$ cat src/logic/sfa_pkg.sv
package sfa_pkg;

    // Idle offset select codes applied to the receiver switch network.
    typedef enum logic [1:0] {
        SFA_OFS_ZERO = 2'h0,
        SFA_OFS_POS = 2'h1,
        SFA_OFS_NEG = 2'h2
    } sfa_ofs_t;

    // Width of the frame and multi-frame phase counters.
    localparam int SFA_CNT_W = 8;
    // Default samples per frame and frames per multi-frame.
    localparam logic [SFA_CNT_W-1:0] SFA_FRAME_LEN_DEF = 8'h04;
    localparam logic [SFA_CNT_W-1:0] SFA_K_DEF = 8'h20;
    // Counter reset value, the start of a frame and multi-frame.
    localparam logic [SFA_CNT_W-1:0] SFA_CNT_ZERO = 8'h00;
    localparam logic [SFA_CNT_W-1:0] SFA_CNT_ONE = 8'h01;

    // Configuration from the device's control logic.
    typedef struct packed {
        logic gate_en;
        sfa_ofs_t ofs_sel;
        logic [SFA_CNT_W-1:0] frame_len;
        logic [SFA_CNT_W-1:0] k_frames;
    } sfa_cfg_t;

    // Internal clock phase and link status.
    typedef struct packed {
        logic frame_strobe;
        logic lmfc_strobe;
        logic link_break;
        logic aligned;
    } sfa_stat_t;

endpackage

$ cat src/logic/sfa_align.sv
`timescale 1ns/10ps

//////////////////////////////////////////////////////////////////////////////
// Notes on behaviour
// - SYSREF rising edge is the phase reference.
// - Aligned edge: keep phase, keep link.
// - Misaligned edge: break link, re-phase clocks.
// - Periodic: first edge aligns, later on-grid ones ignored.
// - Gapped bursts: first edge aligns.
// - Off-grid burst edge forces re-alignment.
// - Idle offset selectable: +400, -400, 0 mV.
// - Detection gate ANDed with SYSREF.
// - Gate disabled after reset.
// - Enabling gate while high makes false edge.
//////////////////////////////////////////////////////////////////////////////

module sfa_align
    import sfa_pkg::*;
(
    input wire logic clk_i,
    input wire logic rst_i,
    input wire logic sysref_i,
    input wire sfa_pkg::sfa_cfg_t cfg_i,
    output sfa_pkg::sfa_stat_t stat_o,
    output sfa_pkg::sfa_ofs_t ofs_sel_o,
    output logic ofs_pos_en_o,
    output logic ofs_neg_en_o
);
    import sfa_pkg::*;

    //////////////////////////////////////////////////////////////////////////
    // Configuration holding.

    logic gate_en_r;
    sfa_ofs_t ofs_r;
    logic [SFA_CNT_W-1:0] frame_len_r;
    logic [SFA_CNT_W-1:0] k_r;

    // Gate comes up closed so no stray edge disturbs the default phase.
    always_ff @(posedge clk_i or posedge rst_i) begin
        if (rst_i) begin
            gate_en_r <= 1'b0;
        end else begin
            gate_en_r <= cfg_i.gate_en;
        end
    end

    // Offset setting drives the switch network; illegal code falls to zero.
    always_ff @(posedge clk_i or posedge rst_i) begin
        if (rst_i) begin
            ofs_r <= SFA_OFS_ZERO;
        end else begin
            unique case (cfg_i.ofs_sel)
                SFA_OFS_POS: ofs_r <= SFA_OFS_POS;
                SFA_OFS_NEG: ofs_r <= SFA_OFS_NEG;
                SFA_OFS_ZERO: ofs_r <= SFA_OFS_ZERO;
                default: ofs_r <= SFA_OFS_ZERO;
            endcase
        end
    end

    // Counter lengths; a zero length would stall the wrap, so keep one.
    always_ff @(posedge clk_i or posedge rst_i) begin
        if (rst_i) begin
            frame_len_r <= SFA_FRAME_LEN_DEF;
            k_r <= SFA_K_DEF;
        end else begin
            frame_len_r <= (cfg_i.frame_len == SFA_CNT_ZERO) ? SFA_CNT_ONE : cfg_i.frame_len;
            k_r <= (cfg_i.k_frames == SFA_CNT_ZERO) ? SFA_CNT_ONE : cfg_i.k_frames;
        end
    end

    //////////////////////////////////////////////////////////////////////////
    // Edge detection and phase comparison.

    logic rise;
    logic [SFA_CNT_W-1:0] samp_ph;
    logic [SFA_CNT_W-1:0] frame_ph;
    logic on_grid;
    logic rephase;
    logic first_r;

    sfa_edge_det u_edge (
        .clk_i(clk_i),
        .rst_i(rst_i),
        .sysref_i(sysref_i),
        .gate_en_i(gate_en_r),
        .rise_o(rise)
    );

    // An edge is on grid when it lands on a multi-frame boundary.
    assign on_grid = (samp_ph == SFA_CNT_ZERO) && (frame_ph == SFA_CNT_ZERO);

    // First edge after reset always aligns; later ones only if off grid.
    // Bursts and periodic trains thus reduce to one comparison per edge.
    assign rephase = rise & (first_r | ~on_grid);

    // Tracks that no edge has yet set the phase.
    always_ff @(posedge clk_i or posedge rst_i) begin
        if (rst_i) begin
            first_r <= 1'b1;
        end else if (rise) begin
            first_r <= 1'b0;
        end
    end

    sfa_phase_cnt u_cnt (
        .clk_i(clk_i),
        .rst_i(rst_i),
        .rephase_i(rephase),
        .frame_len_i(frame_len_r),
        .k_frames_i(k_r),
        .samp_o(samp_ph),
        .frame_o(frame_ph)
    );

    //////////////////////////////////////////////////////////////////////////
    // Outputs, all registered.

    // Strobes mark the start of each frame and multi-frame in the new phase.
    always_ff @(posedge clk_i or posedge rst_i) begin
        if (rst_i) begin
            stat_o <= '0;
        end else begin
            stat_o.frame_strobe <= rephase | (samp_ph == SFA_CNT_ZERO);
            stat_o.lmfc_strobe <= rephase | on_grid;
            stat_o.link_break <= rephase;
            stat_o.aligned <= stat_o.aligned | rise;
        end
    end

    // Offset switch enables, one-hot from the selected setting.
    always_ff @(posedge clk_i or posedge rst_i) begin
        if (rst_i) begin
            ofs_sel_o <= SFA_OFS_ZERO;
            ofs_pos_en_o <= 1'b0;
            ofs_neg_en_o <= 1'b0;
        end else begin
            ofs_sel_o <= ofs_r;
            ofs_pos_en_o <= (ofs_r == SFA_OFS_POS);
            ofs_neg_en_o <= (ofs_r == SFA_OFS_NEG);
        end
    end
endmodule

$ cat src/logic/sfa_edge_det.sv
`timescale 1ns/10ps

// Gated SYSREF sampler and rising-edge detector.
module sfa_edge_det (
    input wire logic clk_i,
    input wire logic rst_i,
    input wire logic sysref_i,
    input wire logic gate_en_i,
    output logic rise_o
);
    logic gated;
    logic samp_r;
    logic dly_r;

    // The gate ANDs the raw input so nothing passes while disabled.
    assign gated = sysref_i & gate_en_i;

    // Sample, then keep a one-cycle delayed copy for the comparison.
    always_ff @(posedge clk_i or posedge rst_i) begin
        if (rst_i) begin
            samp_r <= 1'b0;
            dly_r <= 1'b0;
        end else begin
            samp_r <= gated;
            dly_r <= samp_r;
        end
    end

    // Enabling the gate while the input is high looks like an edge, on purpose.
    assign rise_o = samp_r & ~dly_r;
endmodule

$ cat src/logic/sfa_phase_cnt.sv
`timescale 1ns/10ps

// Free-running frame and multi-frame phase counters with a re-phase load.
module sfa_phase_cnt
    import sfa_pkg::*;
(
    input wire logic clk_i,
    input wire logic rst_i,
    input wire logic rephase_i,
    input wire logic [SFA_CNT_W-1:0] frame_len_i,
    input wire logic [SFA_CNT_W-1:0] k_frames_i,
    output logic [SFA_CNT_W-1:0] samp_o,
    output logic [SFA_CNT_W-1:0] frame_o
);
    logic samp_wrap;
    logic frame_wrap;

    assign samp_wrap = (samp_o >= frame_len_i - SFA_CNT_ONE);
    assign frame_wrap = (frame_o >= k_frames_i - SFA_CNT_ONE);

    // A re-phase forces the edge cycle to be phase zero; next cycle is sample one, or sample zero when frame_len_i is 1.
    always_ff @(posedge clk_i or posedge rst_i) begin
        if (rst_i) begin
            samp_o <= SFA_CNT_ZERO;
            frame_o <= SFA_CNT_ZERO;
        end else if (rephase_i) begin
            samp_o <= (frame_len_i > SFA_CNT_ONE) ? SFA_CNT_ONE : SFA_CNT_ZERO;
            frame_o <= SFA_CNT_ZERO;
        end else begin
            samp_o <= samp_wrap ? SFA_CNT_ZERO : samp_o + SFA_CNT_ONE;
            if (samp_wrap) begin
                frame_o <= frame_wrap ? SFA_CNT_ZERO : frame_o + SFA_CNT_ONE;
            end
        end
    end
endmodule

$ cat config.mk
export PLATFORM = sky130hd
export DESIGN_NAME = sfa_align
export DESIGN_NICKNAME = d
export VERILOG_FILES = /design/src/logic/sfa_pkg.sv /design/src/logic/sfa_align.sv /design/src/logic/sfa_edge_det.sv /design/src/logic/sfa_phase_cnt.sv
export SDC_FILE = /design/constraint.sdc
export NUM_CORES = 1
export LEC_CHECK = 0
export ABC_AREA = 1
export BUFFER_PORTS_ARGS = -buffer_cell sky130_fd_sc_hd__buf_2
export CAP_MARGIN = 0
export CORE_MARGIN = 1.5
export CORE_UTILIZATION = 50
export CTS_BUF_LIST = sky130_fd_sc_hd__clkbuf_2
export CTS_CLUSTER_DIAMETER = 80
export DETAILED_ROUTE_END_ITERATION = 10
export GPL_TIMING_DRIVEN = 0
export PLACE_DENSITY_LB_ADDON = 0.3
export SLEW_MARGIN = 20
export SYNTH_ARGS = -nofsm -noshare
export SYNTH_HDL_FRONTEND = slang
export SYNTH_SLANG_ARGS = --single-unit
$ cat constraint.sdc
create_clock -name clk_i -period 2.3 [get_ports clk_i]
set_input_delay 0.115 -clock clk_i [delete_from_list [all_inputs] [get_ports clk_i]]
set_output_delay 0.115 -clock clk_i [all_outputs]
set_load 0.05 [all_outputs]
==> reports/summary.log, run 1 <==
[placed_design] sum of net half-perimeters after detailed placement 3240 um
[global_route] antenna violations before repair 0
[synth] proportion of synthesized chip area in sequential cells 45.6%
[clock_network] clk_lat worst skew 0.41 ns
[power_and_ir_drop] switching fraction of total power 34.8%
[power_and_ir_drop] leakage component of the power 1.64 nW
[flow_run] count of maximum capacitance violations 0
[clock_network] CTS buffer count 5
[synth] Primary FF master, synth sky130_fd_sc_hd__dfrtp_1
[sta] highest achievable clock rate 484 MHz
[synth] Avg Synthesized Cell Area 8.36 um^2
[floorplan] Horiz. Die Dim 74.2 um
[placed_design] routability cong. 0.759
[final_layout] Total Nets Final 412
[final_layout] layout cell share with drive strength beyond 1 16.0%
[sta] Sum Neg Setup Slack 0 ns
[clock_network] register clock-pin slew on the reported worst setup and hold paths 0.24 ns
[sta] fin crit share 89.8%
[setup_path] arrival time of data at the critical path endpoint 2.40 ns
[power_and_ir_drop] sequential group share of total power 47.6%
[synth] Netlist cell types 26
[global_route] global-route wire length before repair 8220 um
[setup_path] Worst setup startpoint frame_len_r[0]
[sta] Hold Vio Cnt, Final 0
[setup_path] CP endpoint u_cnt.frame_o[1]
[setup_path] worst-case register-to-register setup slack 0.23 ns
[power_and_ir_drop] power density normalized to cell area 657 nW/um^2
[clock_network] H-tree depth reported by CTS 2
[sta] final-report setup violation count 0
[clock_network] Clock Sink Count 46
[synth] Syn Nets 348
[setup_path] CP startpoint kind flop
[route] remaining antenna violation count after routing 0
[synth] area of the mapped netlist 2530 um^2
[power_and_ir_drop] share of total power in the clock network 21.7%
[route] via count 2020
[synth] synthesized-area fraction occupied by ao, oa, aoi and oai cells 2.81%
[sta] RSZ-0062 raised after global routing no
[synth] fraction of registers with async set/reset 100%
[synth] fraction of synthesized area in multiplexers 0%
[synth] instance count of the mapped netlist 303
[worst_hold_path] kind of path behind the tightest hold check input pin to asynchronous set/reset pin
[route] first-pass iteration count of the detailed router 4
[clock_network] root buffer cell sky130_fd_sc_hd__clkbuf_2
[synth] number of enable-type register cells in the synthesized netlist 0
[sta] shortest clock period the worst path allows after layout 2.07 ns
[sta] final number of max-transition violations 0
[synth] largest cells by area after synthesis sky130_fd_sc_hd__dfrtp_1 42%, sky130_fd_sc_hd__ha_1 11%, sky130_fd_sc_hd__nand2_1 8.3%
[synth] cell types with the highest counts after synthesis 56 x sky130_fd_sc_hd__nand2_1, 43 x sky130_fd_sc_hd__dfrtp_1, 42 x sky130_fd_sc_hd__inv_1, 42 x sky130_fd_sc_hd__nor2_1, 30 x sky130_fd_sc_hd__nand3_1
[sta] clk_skew 0.0243 ns
[synth] number of storage elements in the synthesis netlist 46
[route] average wire per cell in the routed design 11.0 um
[synth] top cell type's share of synthesized area 42.5%
[setup_path] required arrival time at the worst endpoint 2.64 ns
[global_route] via count of the first global-routing pass 1853
[placed_design] pre-CTS setup slack -0.0414 ns
[power_and_ir_drop] maximum resistive drop on vdd 0.000445 V
[outcome] run status completed
[route] DR DRC count 0
[power_and_ir_drop] internal power 1.35 mW
[floorplan] die span in y 74.2 um
[global_route] pin count of the biggest net entering global routing 34
[route] routed wire length 4770 um
[synth] share of synthesized cell area in full adder, half adder and majority cells 11.4%
[clock_network] Longest Clk Path Bufs 2
[final_layout] Synth-to-Final Area Change 24.5%
[placed_design] placed inst area 2780 um^2
[global_route] total routing resource utilization after global routing 19.9%
[setup_path] critical path start-end classification flop to flop
[power_and_ir_drop] switching power 0.721 mW
[final_layout] post-route cell area 3160 um^2
[clock_network] CTS tree built
[synth] most area-hungry cell type in the Yosys netlist sky130_fd_sc_hd__dfrtp_1
[floorplan] Die Outline Area 5500 um^2
[setup_path] Critical Path End Type flop
[setup_path] peak fanout along the critical path 7
[setup_path] destination of the worst register-to-register timing path u_cnt.frame_o[1]
[floorplan] I/O pin count 30
[setup_path] worst reg2reg path depth 13
[final_layout] share of the core filled with cells 65.5%
[final_layout] total inserted antenna cells 0
[synth] number of synthesis warnings 0
[floorplan] starting density of the core 52.6%
[power_and_ir_drop] combinational fraction of design power 30.7%
[synth] post-synthesis simple-gate area fraction 24.0%
[synth] XOR/XNOR share of the synthesized area 6.91%
[sta] crit path setup slack, layout 0.234 ns
[setup_path] launch point of the worst reg-to-reg path frame_len_r[0]
[floorplan] standard cell core area 4820 um^2
[floorplan] Cell Rows 25
[synth] main combinational cell family by area after synthesis simple AND/OR/NAND/NOR gates
[global_route] final global-route overflow total 0
[placed_design] number of port buffers 29
[power_and_ir_drop] Total Power 2.07 mW
[synth] leading cell type by number of instances after synthesis sky130_fd_sc_hd__nand2_1
[sta] worst max-slew margin expressed relative to the limit 76.7%
[sta] worst-margin pin slew 0.349 ns
[route] initial drt markers 124
[route] average vias per placed instance 4.64
state kept, by name, summed over array words and instances (netlist names):
register       cells
frame_len_r        8
k_r                8
u_cnt.frame_o      8
u_cnt.samp_o       8
stat_o             4
ofs_r              2
ofs_sel_o          2
first_r            1
gate_en_r          1
ofs_neg_en_o       1
ofs_pos_en_o       1
u_edge.dly_r       1
u_edge.samp_r      1
routing by layer:
| layer | wire [um] | vias to the layer above | track usage, % |
|---|---|---|---|
| li1 | - | 1055 | - |
| met1 | 2260 | 926 | 26.6 |
| met2 | 2280 | 32 | 32.2 |
| met3 | 145 | 7 | 4.34 |
| met4 | 86 | 0 | 6.79 |
| met5 | 0 | - | 0 |
metrics by stage:
step                hold slack, ns  std cells
global route                 0.169        435
detailed placement          0.0939        400
floorplan                    0.146        303
global placement             0.224        399
finish                       0.185        435
CTS                          0.144        432
kinds of logic (layout without fill, tap and decap cells):
logic type | count (synthesis) | after routing
simple gates | 143 | 143
xor+xnor | 20 | 20
flops | 46 | 46
compound gates | 11 | 11
buf+inv | 60 | 125
fa+ha+maj | 23 | 23
critical path: stages, from the launching register on:
cell	delay (ns)
sky130_fd_sc_hd__dfrtp_1	0.42
sky130_fd_sc_hd__inv_1	0.11
sky130_fd_sc_hd__nand2_1	0.08
sky130_fd_sc_hd__nor2_1	0.12
sky130_fd_sc_hd__inv_1	0.08
sky130_fd_sc_hd__nor2_2	0.09
sky130_fd_sc_hd__xnor2_1	0.13
sky130_fd_sc_hd__ha_1	0.27
sky130_fd_sc_hd__a21oi_1	0.16
sky130_fd_sc_hd__o21a_1	0.19
sky130_fd_sc_hd__nand2_4	0.09
sky130_fd_sc_hd__buf_12	0.14
sky130_fd_sc_hd__nand3_1	0.07
sky130_fd_sc_hd__nand2_1	0.06
cell type report:
class / count / area (um^2)
clock inverters: 2 / 37.5
fillers: 403 / 1660
clock buffers: 6 / 30.0
well taps: 67 / 83.8
flip-flops and latches: 46 / 1150
multi-input cells: 197 / 1170
inverters: 44 / 170
plain buffers: 16 / 71.3
repair buffers: 57 / 440
layout by cell type, fill, tap and decap left out, drive strengths merged:
cell	instances
a21o	2
a21oi	3
buf	35
bufinv	1
clkbuf	20
clkinv	1
clkinvlp	1
dfrtp	43
dfstp	3
dlygate4sd3	24
ha	23
inv	43
nand2	58
nand3	30
nand3b	1
nor2	43
nor3	8
nor4	2
o2111ai	1
o21a	2
o21ai	2
o21bai	1
or2	1
xnor2	8
xor2	12
worst min-delay path by stage:
stage	startpoint	end	slack (ns)	depth (start not counted)
4_1_cts	rst_i	u_cnt.samp_o[5]	0.14	3
6_report	rst_i	u_cnt.samp_o[6]	0.18	3
3_3_place_gp	cfg_i[18]	gate_en_r	0.22	1
3_5_place_dp	rst_i	gate_en_r	0.09	2
2_1_floorplan	cfg_i[18]	gate_en_r	0.15	0
5_1_grt	rst_i	u_cnt.samp_o[5]	0.17	3
power by group through the flow:
stage	clock network, mW	logic, mW	registers (mW)
3_3_place_gp	0	0.564	0.997
3_5_place_dp	0	0.589	1.00
6_report	0.450	0.637	0.986
4_1_cts	0.463	0.623	0.984
5_1_grt	0.494	0.739	1.01
2_1_floorplan	0	0.387	1.06
what timing repair did:
action / 4_1_cts / 5_1_grt
resized for setup: 1 / 8
hold buffers: 24 / 0
setup buffers: 0 / 3
setup endpoints to repair: 6 / 15
endpoints found under the hold margin: 64 / 0
pin swaps: 0 / 2
Power figures use the tool's default switching activity.
==> run 2, diff against run 1 <==
Settings changed: CORE_MARGIN 1.5 to unset, SLEW_MARGIN 20 to unset.
==> reports/summary.log, run 2 (synthesized netlist as in run 1, its figures left out) <==
[outcome] run status completed
[global_route] global-route wire length before repair 8780 um [+6.8%]
[final_layout] Total Nets Final 412 [unchanged]
[sta] shortest clock period the worst path allows after layout 2.11 ns [+0.0409 ns]
[final_layout] share of the core filled with cells 66.3% [+0.77 points]
[setup_path] worst stage delay on the critical path 0.42 ns [about the same]
[floorplan] die span in y 73.2 um [-1.3%]
[flow_run] count of maximum capacitance violations 0 [unchanged]
[clock_network] Clock Sink Count 46 [unchanged]
[setup_path] arrival time of data at the critical path endpoint 2.46 ns [+0.06 ns]
[power_and_ir_drop] power density normalized to cell area 657 nW/um^2 [about the same]
[clock_network] root buffer cell sky130_fd_sc_hd__clkbuf_2
[route] routed wire length 5200 um [+8.9%]
[sta] worst max-slew margin expressed relative to the limit 78.7% [+2.1 points]
[clock_network] clk_lat worst skew 0.40 ns [about the same]
[setup_path] required arrival time at the worst endpoint 2.65 ns [about the same]
[global_route] pin count of the biggest net entering global routing 39 [+15%]
[placed_design] sum of net half-perimeters after detailed placement 3350 um [+3.4%]
[setup_path] CP Cell Sequence inv_2 > ha_4 > nand2_2 > nor3_4 > xor2_1 > inv_1 > ha_1 > nand2_1 > o21a_1 > nand2_4 > nor2_1 > nand3_1 > nand2_1
[power_and_ir_drop] combinational fraction of design power 31.4% [+0.7 points]
[global_route] via count of the first global-routing pass 1965 [+6.0%]
[route] remaining antenna violation count after routing 0 [unchanged]
[clock_network] CTS buffer count 5 [unchanged]
[power_and_ir_drop] maximum resistive drop on vdd 0.000450 V [+0.98%]
[sta] clk_skew 0.0282 ns [+0.00398 ns]
[final_layout] total inserted antenna cells 0 [unchanged]
[route] average vias per placed instance 4.77 [+2.6%]
[power_and_ir_drop] share of total power in the clock network 21.1% [-0.6 points]
[placed_design] pre-CTS setup slack -0.0613 ns [-0.0199 ns]
[sta] Hold Vio Cnt, Final 0 [unchanged]
[sta] fin crit share 91.6% [+1.8 points]
[floorplan] Cell Rows 25 [unchanged]
[floorplan] Die Outline Area 5360 um^2 [-2.7%]
[placed_design] routability cong. 0.809 [+6.6%]
[sta] crit path setup slack, layout 0.193 ns [-0.0409 ns]
[final_layout] count of non-filler cells in the finished layout 435 [unchanged]
[setup_path] critical path's most frequent cell sky130_fd_sc_hd__nand2_1
[setup_path] peak fanout along the critical path 8 [+1]
[clock_network] register clock-pin slew on the reported worst setup and hold paths 0.22 ns [-0.02 ns]
[global_route] antenna violations before repair 0 [unchanged]
[worst_hold_path] kind of path behind the tightest hold check input pin to asynchronous set/reset pin
[setup_path] worst-case register-to-register setup slack 0.19 ns [-0.04 ns]
[setup_path] slowest stage cell on the critical path sky130_fd_sc_hd__dfrtp_1
[sta] final number of max-transition violations 0 [unchanged]
[power_and_ir_drop] switching power 0.729 mW [+1.2%]
[clock_network] H-tree depth reported by CTS 2 [unchanged]
[power_and_ir_drop] switching fraction of total power 35.0% [+0.20 points]
[sta] Sum Neg Setup Slack 0 ns [unchanged]
[setup_path] Crit path depth 13 [unchanged]
[placed_design] number of cells in the design after placement 400 [unchanged]
[final_layout] most frequent standard cell in the layout excluding fill and tap cells sky130_fd_sc_hd__nand2_1
[setup_path] worst reg2reg path depth 13 [unchanged]
[final_layout] commonest cells after routing, fill and taps aside 53 x sky130_fd_sc_hd__nand2_1, 43 x sky130_fd_sc_hd__dfrtp_1, 41 x sky130_fd_sc_hd__nor2_1
[placed_design] number of port buffers 29 [unchanged]
[setup_path] critical path start-end classification flop to flop
[final_layout] filler cell count in the final layout 346 [-14%]
[setup_path] Critical Path End Type flop
[final_layout] Synth-to-Final Area Change 25.2%
[route] first-pass iteration count of the detailed router 4 [unchanged]
[sta] highest achievable clock rate 475 MHz [-1.9%]
[floorplan] I/O pin count 30 [unchanged]
[sta] final-report setup violation count 0 [unchanged]
[floorplan] Horiz. Die Dim 73.2 um [-1.3%]
[clock_network] Longest Clk Path Bufs 2 [unchanged]
[sta] worst-margin pin slew 0.316 ns [-0.0324 ns]
[route] DR DRC count 0 [unchanged]
[floorplan] standard cell core area 4790 um^2 [-0.65%]
[route] average wire per cell in the routed design 12.0 um [+8.9%]
[setup_path] buffers plus inverters on the worst setup path 2 [-1]
[route] initial drt markers 108 [-13%]
[global_route] final global-route overflow total 0 [unchanged]
[power_and_ir_drop] sequential group share of total power 47.5% [about the same]
[setup_path] cell class contributing the biggest share of worst-path delay simple AND/OR/NAND/NOR gates
[clock_network] CTS tree built
[global_route] total routing resource utilization after global routing 21.6% [+1.7 points]
[floorplan] starting density of the core 52.9% [+0.34 points]
[power_and_ir_drop] internal power 1.36 mW [+0.28%]
[setup_path] CP startpoint kind flop
[route] via count 2073 [+2.6%]
[final_layout] layout cell share with drive strength beyond 1 17.1% [+1.1 points]
[power_and_ir_drop] leakage component of the power 1.64 nW [+0.36%]
run 2: cell count changes in the layout (fill, tap and decap cells not counted):
cell / change
sky130_fd_sc_hd__nor3_4: +1
sky130_fd_sc_hd__ha_2: -1
sky130_fd_sc_hd__nor3_2: -1
sky130_fd_sc_hd__inv_2: +2
sky130_fd_sc_hd__inv_1: -2
sky130_fd_sc_hd__ha_4: +1
sky130_fd_sc_hd__clkinv_4: -1
sky130_fd_sc_hd__nand2_2: +1
sky130_fd_sc_hd__nand2_1: -1
sky130_fd_sc_hd__dlygate4sd3_1: -1
sky130_fd_sc_hd__inv_6: +1
sky130_fd_sc_hd__buf_4: +1
run 2: per-layer routing:
metal / GRT usage, % / vias to the layer above / part of all wire (%)
met3: 4.42 / 8 / 4.4
met5: 0 / - / 0
met2: 36.8 / 51 / 50
met4: 5.01 / 0 / 1.0
li1: - / 1060 / -
met1: 28.3 / 954 / 45
run 2: per-stage QoR:
step | instance area, um^2 | hold slack [ns] | power, mW
after floorplan | 2530 | 0.146 | 1.44
after global placement | 2760 | 0.224 | 1.56
after detailed placement | 2780 | 0.0330 | 1.60
after CTS | 3090 | 0.136 | 2.07
after global routing | 3170 | 0.191 | 2.23
final | 3170 | 0.206 | 2.09
run 2: final timing paths:
kind                                    start          endpoint
worst max register to register         k_r[0]  u_cnt.frame_o[7]
worst min-delay path                    rst_i    frame_len_r[0]
max in group asynchronous               rst_i            k_r[5]
min in group clk_i                  cfg_i[18]         gate_en_r
worst max-delay path                   k_r[0]  u_cnt.frame_o[7]
worst min register to register  u_edge.samp_r      u_edge.dly_r
run 2: layout make-up:
class	count	area [um^2]	area share, %
multi-input combinational	197	1190	37.4
buffer	16	71.3	2.25
clock inverter	2	37.5	1.18
clock buffer	6	30.0	0.947
tap	67	83.8	2.64
timing repair buffer	57	438	13.8
inverter	44	170	5.36
sequential	46	1150	36.4
run 2: power groups by stage:
| stage | clock network, mW | registers [mW] | logic, mW |
|---|---|---|---|
| floorplan | 0 | 1.06 | 0.387 |
| global placement | 0 | 0.998 | 0.566 |
| detailed placement | 0 | 1.00 | 0.596 |
| CTS | 0.451 | 0.988 | 0.630 |
| global route | 0.484 | 1.01 | 0.743 |
| finish | 0.439 | 0.991 | 0.655 |
run 2: worst min-delay path, stage by stage:
cell and delay, ns:
sky130_fd_sc_hd__dlygate4sd3_1 0.55, sky130_fd_sc_hd__buf_2 0.14, sky130_fd_sc_hd__inv_2 0.17
run 2: timing repair:
item                                    4_1_cts  5_1_grt
pin swaps                                     0        5
gates resized for setup                       2       12
hold buffers                                 23        0
endpoints found under the hold margin        64        0
endpoints found under the setup margin        6       15
buffers inserted                              0        4
